### src/logic/event_router_defs.svh
// event router constants: selection codes and reset values
// assumes inclusion by the event router package and design file only
`ifndef EVENT_ROUTER_DEFS_SVH
`define EVENT_ROUTER_DEFS_SVH

`define ER_CODE_W      4
`define ER_SRC_NONE    4'h0
`define ER_CH_NONE     4'h0
`define ER_SEL_RST     4'h0
`define ER_CODE_MAX    15

`endif

### src/logic/event_router_pkg.sv
// event router types shared by the design and its bench
// assumes the constants header is on the include path
`default_nettype none
`include "event_router_defs.svh"

package event_router_pkg;
  typedef logic [`ER_CODE_W-1:0] src_code_t;  // 0 none, 1..gens, gens+1 software
  typedef logic [`ER_CODE_W-1:0] ch_code_t;   // 0 none, 1..channels
  typedef logic [7:0]            user_idx_t;
endpackage : event_router_pkg
`default_nettype wire

### src/logic/event_router.sv
// event router: channel source muxes, sync/async subchannels, user muxes, pin outputs
// assumes generator inputs may be asynchronous where GEN_ASYNC_MASK says so;
// configuration strobes are synchronous to mclk
//
// Summary of operation
// [RULE1] up to eight channels run in parallel, each with its own event
// [RULE2] one generator drives a channel; any number of users may listen
// [RULE3] routing has no dependence on sleep state; async path needs no clock
// [RULE4] a channel carries one event only; generators are never combined
// [RULE5] software events enter channels like any other generator
// [RULE6] per-channel source select picks the event placed onto the channel
// [RULE7] each channel has async and sync subchannels for matching users
// [RULE8] async sources pass a synchroniser before the sync subchannel
// [RULE9] async generators hold events at least one clock for sync users
// [RULE10] synchroniser adds two to three clock cycles of latency
// [RULE11] one event output per I/O port drives a routed event to a pin
// [RULE12] each user has its own channel select mux
// [RULE13] channels accept both synchronous and asynchronous generators
// [RULE14] software sets peripherals, then channel source, then user muxes
// [RULE15] after reset no channel connects to any generator
// [RULE16] each user is hardwired to one subchannel, not configurable
// [RULE17] reset clears synchroniser stages and user selections
`timescale 1ns/1ps
`default_nettype none
`include "event_router_defs.svh"

module event_router #(
  parameter int              NUM_CH          = 8,
  parameter int              NUM_GEN         = 8,
  parameter int              NUM_USER        = 8,
  parameter int              NUM_PORT        = 3,
  parameter logic [NUM_GEN-1:0]  GEN_ASYNC_MASK  = '0,
  parameter logic [NUM_USER-1:0] USER_ASYNC_MASK = '0
) (
  input  wire logic                        mclk,              // peripheral clock
  input  wire logic                        rst_n,             // sync reset, active low
  input  wire logic [NUM_GEN-1:0]          gen_event,         // generator event levels
  input  wire logic [NUM_CH-1:0]           sw_event,          // software event per channel
  input  wire logic                        cfg_ch_wr,         // channel source write strobe
  input  wire event_router_pkg::ch_code_t  cfg_ch_idx,        // channel index 0..NUM_CH-1
  input  wire event_router_pkg::src_code_t cfg_ch_src,        // new source code
  input  wire logic                        cfg_user_wr,       // user select write strobe
  input  wire event_router_pkg::user_idx_t cfg_user_idx,      // user index, pins after users
  input  wire event_router_pkg::ch_code_t  cfg_user_ch,       // channel code, 0 none
  output var  logic [NUM_USER-1:0]         user_event,        // event to each user
  output var  logic [NUM_PORT-1:0]         event_pin_output   // event to each port pin
);
  import event_router_pkg::*;

  localparam int NSEL = NUM_USER + NUM_PORT;
  localparam src_code_t SRC_SW = src_code_t'(NUM_GEN + 1);

  initial begin
    if (NUM_CH < 1 || NUM_CH >= `ER_CODE_MAX || NUM_GEN + 1 >= `ER_CODE_MAX || NSEL > 256 || NUM_USER < 1
        || NUM_PORT < 1)
      $error("event_router: parameters out of range");
  end

  // configuration state
  // pins sit in the select array right after the users
  src_code_t src_q [NUM_CH];
  src_code_t src_d [NUM_CH];
  ch_code_t  sel_q [NSEL];
  ch_code_t  sel_d [NSEL];

  always_comb
  begin
    for (int c = 0; c < NUM_CH; c++)
    begin
      src_d[c] = src_q[c];
      if (!rst_n)
        src_d[c] = `ER_SEL_RST;                                  // RULE15
      else if (cfg_ch_wr && cfg_ch_idx == ch_code_t'(c))
        src_d[c] = cfg_ch_src;                                   // RULE6
    end
    for (int u = 0; u < NSEL; u++)
    begin
      sel_d[u] = sel_q[u];
      if (!rst_n)
        sel_d[u] = `ER_SEL_RST;                                  // RULE17
      else if (cfg_user_wr && cfg_user_idx == user_idx_t'(u))
        sel_d[u] = cfg_user_ch;                                  // RULE12
    end
  end

  always_ff @(posedge mclk)
  begin
    src_q <= src_d;
    sel_q <= sel_d;
  end

  function automatic logic src_is_gen(input src_code_t code);
    return code != `ER_SRC_NONE && code <= src_code_t'(NUM_GEN);
  endfunction : src_is_gen

  function automatic logic pick_ch(input logic [NUM_CH-1:0] v, input ch_code_t code);
    logic r;
    r = 1'b0;
    for (int c = 0; c < NUM_CH; c++)
      if (code == ch_code_t'(c + 1))
        r = v[c];
    return r;
  endfunction : pick_ch

  // channel source muxes: at most one source per channel, none for code 0 or unused codes
  logic [NUM_CH-1:0] raw;
  logic [NUM_CH-1:0] is_async;

  always_comb
  begin
    for (int c = 0; c < NUM_CH; c++)
    begin
      raw[c]      = 1'b0;
      is_async[c] = 1'b0;
      for (int g = 0; g < NUM_GEN; g++)
        if (src_q[c] == src_code_t'(g + 1))
        begin
          raw[c]      = gen_event[g];                            // RULE4 RULE13
          is_async[c] = GEN_ASYNC_MASK[g];
        end
      if (src_q[c] == SRC_SW)
        raw[c] = sw_event[c];                                    // RULE5
    end
  end

  // subchannels; async one is the raw channel, no clock involved
  logic [NUM_CH-1:0]   meta_q, meta_d, stage2_q, stage2_d, direct_q, direct_d;
  logic [NUM_CH-1:0]   sync_ch;
  logic [NUM_USER-1:0] user_q, user_d;

  always_comb
  begin
    meta_d   = rst_n ? (raw & is_async) : '0;                    // RULE8 RULE17
    stage2_d = rst_n ? meta_q : '0;                              // RULE10
    // async sources stay out of the direct flop; it would sample them unsynchronised
    direct_d = rst_n ? (raw & ~is_async) : '0;                  // RULE8
    for (int c = 0; c < NUM_CH; c++)
      sync_ch[c] = is_async[c] ? stage2_q[c] : direct_q[c];      // RULE7 RULE1
    for (int u = 0; u < NUM_USER; u++)
      user_d[u] = rst_n & pick_ch(sync_ch, sel_q[u]);            // RULE2 RULE12
  end

  always_ff @(posedge mclk)
  begin
    meta_q   <= meta_d;
    stage2_q <= stage2_d;
    direct_q <= direct_d;
    user_q   <= user_d;
  end

  // async users and pins bypass the clock so they still work with clocks stopped
  always_comb
  begin
    for (int u = 0; u < NUM_USER; u++)
      user_event[u] = USER_ASYNC_MASK[u] ? pick_ch(raw, sel_q[u]) : user_q[u];   // RULE16 RULE3
    for (int p = 0; p < NUM_PORT; p++)
      event_pin_output[p] = pick_ch(raw, sel_q[NUM_USER + p]);                   // RULE11
  end

  // checks
  // channel 0 and the edge users stand for all indices; the logic is the same per index
  a_reset_clears: assert property (@(posedge mclk) // RULE17
    !rst_n |=> (meta_q == '0 && stage2_q == '0 && user_q == '0
    && src_q[0] == `ER_SRC_NONE && sel_q[0] == `ER_CH_NONE))
    else $error("reset left routing state set");

  a_no_source: assert property (@(posedge mclk) disable iff (!rst_n) // RULE15
    src_q[0] == `ER_SRC_NONE |-> !raw[0] && !is_async[0])
    else $error("unconnected channel carries an event");

  a_sync_chain: assert property (@(posedge mclk) disable iff (!rst_n) // RULE8
    is_async[0] && raw[0] |=> meta_q[0] ##1 stage2_q[0])
    else $error("async event did not cross the synchroniser");

  a_sync_latency: assert property (@(posedge mclk) disable iff (!rst_n) // RULE10
    is_async[0] && sel_q[0] == ch_code_t'(1) && $stable(sel_q[0]) && raw[0]
      ##1 is_async[0] && $stable(sel_q[0]) ##1 is_async[0] && $stable(sel_q[0])
      |=> user_q[0])
    else $error("sync user missed event after three cycles");

  a_direct_path: assert property (@(posedge mclk) disable iff (!rst_n) // RULE13
    !is_async[0] |=> direct_q[0] == $past(raw[0]))
    else $error("sync source not registered onto channel");

  a_user_mux: assert property (@(posedge mclk) disable iff (!rst_n) // RULE12
    !cfg_user_wr ##1 sel_q[0] == ch_code_t'(1) |=> user_q[0] == $past(sync_ch[0]))
    else $error("user does not follow its selected channel");

  a_sw_event: assert property (@(posedge mclk) disable iff (!rst_n) // RULE5
    src_q[0] == SRC_SW |-> raw[0] == sw_event[0] && !is_async[0])
    else $error("software event not placed onto channel");

  a_ch_write: assert property (@(posedge mclk) disable iff (!rst_n) // RULE6
    cfg_ch_wr && cfg_ch_idx == ch_code_t'(0) ##1 rst_n |-> src_q[0] == $past(cfg_ch_src))
    else $error("channel source write not applied");

  a_user_write: assert property (@(posedge mclk) disable iff (!rst_n) // RULE12
    cfg_user_wr && cfg_user_idx == user_idx_t'(0) ##1 rst_n |-> sel_q[0] == $past(cfg_user_ch))
    else $error("user select write not applied");

  a_async_gate: assert property (@(posedge mclk) disable iff (!rst_n) // RULE8
    !is_async[0] |=> !meta_q[0])
    else $error("sync source entered the synchroniser");

  a_direct_gate: assert property (@(posedge mclk) disable iff (!rst_n) // RULE8
    is_async[0] |=> !direct_q[0])
    else $error("async source sampled without synchroniser");

  a_user_none: assert property (@(posedge mclk) disable iff (!rst_n) // RULE12
    sel_q[0] == `ER_CH_NONE |=> !user_q[0])
    else $error("unselected user received an event");

  a_pin_route: assert property (@(posedge mclk) disable iff (!rst_n) // RULE11
    sel_q[NUM_USER] == ch_code_t'(1) |-> event_pin_output[0] == raw[0])
    else $error("pin output does not follow its channel");

  a_pin_none: assert property (@(posedge mclk) disable iff (!rst_n) // RULE15
    sel_q[NUM_USER] == `ER_CH_NONE |-> !event_pin_output[0])
    else $error("unrouted pin output is active");

  a_async_user: assert property (@(posedge mclk) disable iff (!rst_n) // RULE16
    USER_ASYNC_MASK[NUM_USER-1] && sel_q[NUM_USER-1] == ch_code_t'(1) |-> user_event[NUM_USER-1] == raw[0])
    else $error("async user not on the async subchannel");

  c_async_route: cover property (@(posedge mclk) disable iff (!rst_n) is_async[0] && raw[0] ##2 stage2_q[0]);
  c_sw_event:    cover property (@(posedge mclk) disable iff (!rst_n) src_q[0] == SRC_SW && sw_event[0]);
  c_pin_out:     cover property (@(posedge mclk) disable iff (!rst_n) event_pin_output[0]);
  c_sync_user:   cover property (@(posedge mclk) disable iff (!rst_n) user_q[0]);
endmodule : event_router

`default_nettype wire

### config.mk
export PLATFORM = sky130hd
export DESIGN_NAME = event_router
export DESIGN_NICKNAME = d
export VERILOG_FILES = /design/src/logic/event_router_pkg.sv /design/src/logic/event_router.sv
export VERILOG_INCLUDE_DIRS = /design/src /design/src/logic
export SDC_FILE = /design/constraint.sdc
export NUM_CORES = 1
export LEC_CHECK = 0
export BUFFER_PORTS_ARGS = -buffer_cell sky130_fd_sc_hd__buf_2
export CAP_MARGIN = 0
export CORE_MARGIN = 3
export CORE_UTILIZATION = 64
export CTS_CLUSTER_DIAMETER = 60
export CTS_CLUSTER_SIZE = 10
export DETAILED_ROUTE_END_ITERATION = 10
export HOLD_SLACK_MARGIN = 0.08
export PLACE_DENSITY = 0.86
export SLEW_MARGIN = 10
export SYNTH_ARGS = -nofsm -noshare
export SYNTH_HDL_FRONTEND = slang
export SYNTH_SLANG_ARGS = --single-unit
### constraint.sdc
create_clock -name mclk -period 5.57 [get_ports mclk]
set_clock_uncertainty 0.15 [all_clocks]
set_input_delay 1.114 -clock mclk [delete_from_list [all_inputs] [get_ports mclk]]
set_output_delay 1.114 -clock mclk [all_outputs]
set_load 0.05 [all_outputs]
==> flow_summary.yaml <==
flow_run:
  maxCapViolations: 0
clock_network:
  h-tree-depth: 3
  cts.sinks: 92
  post_cts_resized: 0
  cts_tree: "yes"
  ctsHoldBuffers: 0
  insertion_delay_ns: 0.37
  cts_inserted_buffers: 9
  clk_path_buf_depth: 2
  path_clk_slew_ns: 0.10
  cts_setup_buffers: 0
  ctsRootBufferMaster: "clkbuf_8"
status:
  outcome: "finished clean"
hold_path:
  holdCritPathClass: "flop to flop"
routing:
  drc: 0
  drt-wirelength-per-cell_um: 17.4
  route.met3.wl_um: 1140
  met1_length_um: 5300
  drt_wl_total_um: 12200
  vias: 4448
  viasPerCell: 6.35
  first_pass_iters: 5
  drt-initial-drc-count: 407
  top_layer: "met4"
  ant_nets: 0
  wl_met2_um: 5470
logic_synthesis:
  muxShareOfSynthArea_pct: 21.3
  synthTopCellsByArea: "dfxtp_1, mux2i_1, a21oi_1"
  yosysTopAreaCellShare_pct: 37.6
  yosysWarnings: 0
  synth_top_family_by_area: "simple AND/OR/NAND/NOR gates"
  seq_area_frac_synth_pct: 37.6
  synth_top_area_cell: "dfxtp_1"
  synth_compound_area_share_pct: 14.0
  synthAdderAreaFrac_pct: 0
  synth_fp_nets: 612
  synth_xor_area_share_pct: 0
  ys_seq_elements: 92
  syn_area_per_cell_um2: 8.56
  synth_simple_gate_area_share_pct: 23.6
  syn_inst: 572
  synth.distinct_cells: 45
  syn_area_mm2: 0.00490
worst_setup_path:
  path_class: "input port to primary output"
  slowest_delay_ns: 0.49
  path_common_cell: "buf_2"
  crit_fanout: 8
  crit_required_ns: 4.31
  path_cells: "buf_2 > mux2i_1 > or3_1 > a32oi_1 > nand3b_1 > a311o_1 > o211ai_2 > buf_2"
  start_kind: "input port"
  critPathArrivalTime_ns: 3.00
  crit_slowest_cell: "a32oi_1"
  endpoint_kind: "primary output"
place:
  hpwl_um: 8640
  dpl_cell_area_mm2: 0.00513
  gp_congestion: 0.986
  port-buffer-count: 50
power_and_ir_drop:
  p_leak_nw: 1.83
  peakVddDrop_mv: 0.136
  power_w: 0.00121
  power.density_mw_per_mm2: 227
floorplanning:
  start_util_pct: 66.8
  rows: 31
  design.portCount: 51
  die_x_um: 93.5
  dieArea_mm2: 0.00874
  core_area_mm2: 0.00733
  die_h_um: 93.5
global_route:
  grt_pass1_wl_um: 19900
  grt_max_degree: 45
  grt_pass1_vias: 4119
  grt_remaining_overflow: 0
  grt_antenna_before_repair: 0
  track_usage_pct: 29.0
sta:
  hold_violations: 0
  max_slew.worst_pin.slew_ns: 1.01
  rsz0062_at_grt: "no"
  timing.final.crit_period_ns: 4.26
  setup-tns-final_ns: 0
  max_slew_margin_pct: 32.6
  fmax_ghz: 0.235
  period_share_pct: 76.5
  finalSetupViolCount: 0
  finalMaxSlewViolations: 0
finish:
  drive_gt1_share_pct: 15.1
  regArea_mm2: 0.00184
  diodes: 0
  final_nets: 637
  area_delta_synth_final_pct: 8.89
  stdcell_area_mm2: 0.00533
  multiInputGateArea_mm2: 0.00288
  final_common_cell: "dfxtp_1"
  layout_common_cells: "dfxtp_1, nor2_1, mux2i_1, a21oi_1, nand2_1"
  fill_cells: 568
## registers in the layout, indices dropped and copies added (netlist names)
register and count:
sel_q 44, src_q 32, direct_q 8, user_event 8
## report_power, final
part / total, W / internal [W] / switching (W)
Combinational: 0.0000877 / 0.0000327 / 0.0000550
Sequential: 0.000671 / 0.000662 / 0.00000862
Clock: 0.000453 / 0.000179 / 0.000275
Total: 0.00121 / 0.000873 / 0.000338
## critical path, delay by kind of cell
family | cells | cell delay, ns
AO/OA/AOI/OAI | 3 | 0.88
AND/OR/NAND/NOR | 2 | 0.47
buffers and inverters | 2 | 0.44
multiplexers | 1 | 0.08
## stage by stage
stage               setup slack, ns  cells  utilization (%)  hold slack [ns]
floorplan                      1.35    572                -            0.300
global placement               1.44    685             70.0            0.312
detailed placement             1.41    685             70.0            0.321
CTS                            1.39    701             72.7            0.336
global route                   1.29    701             72.7            0.365
finish                         1.31    701             72.7            0.332
## synth_stat cells, drive strengths merged
cell	count
a2111o	1
a211o	3
a211oi	10
a21bo	1
a21oi	61
a221oi	5
a22oi	1
a311o	1
a31oi	13
a32oi	2
and2	6
and3	1
and3b	1
buf	9
clkbuf	29
dfxtp	92
inv	5
mux2	8
mux2i	66
mux4	13
nand2	57
nand2b	10
nand3	37
nand3b	7
nand4	1
nor2	70
nor2b	9
nor3	23
nor3b	7
nor4	2
nor4b	2
o211ai	2
o21ai	7
o31ai	3
o32ai	1
or3	3
or3b	3
## final timing paths
path | startpoint | endpoint | slack (ns) | cells past startpoint
max | gen_event[3] | event_pin_output[2] | 1.31 | 8
min | sel_q[35] | sel_q[35] | 0.33 | 2
max reg2reg | src_q[29] | direct_q[0] | 3.72 | 4
min reg2reg | sel_q[35] | sel_q[35] | 0.33 | 2
## final cells by class
class / instances / area share, %
Clock buffer: 9 / 2.32
Inverter: 5 / 0.352
Multi-Input combinational cell: 437 / 54.1
Sequential cell: 92 / 34.5
Tap cell: 99 / 2.32
Timing Repair Buffer: 52 / 4.97
Clock inverter: 7 / 1.43
## metal layers
metal / global-route usage [%] / vias to the layer above
met5: 0 / -
met1: 39.8 / 2071
li1: - / 2119
met4: 10.9 / 0
met3: 7.56 / 34
met2: 43.8 / 224
## kinds of logic after synthesis
kind of cell / Yosys count
AOI/OAI and AO/OA: 111
buffers and inverters: 43
DFF: 92
muxes: 87
and+or+nand+nor: 239
(Power assumes the default switching activity.)
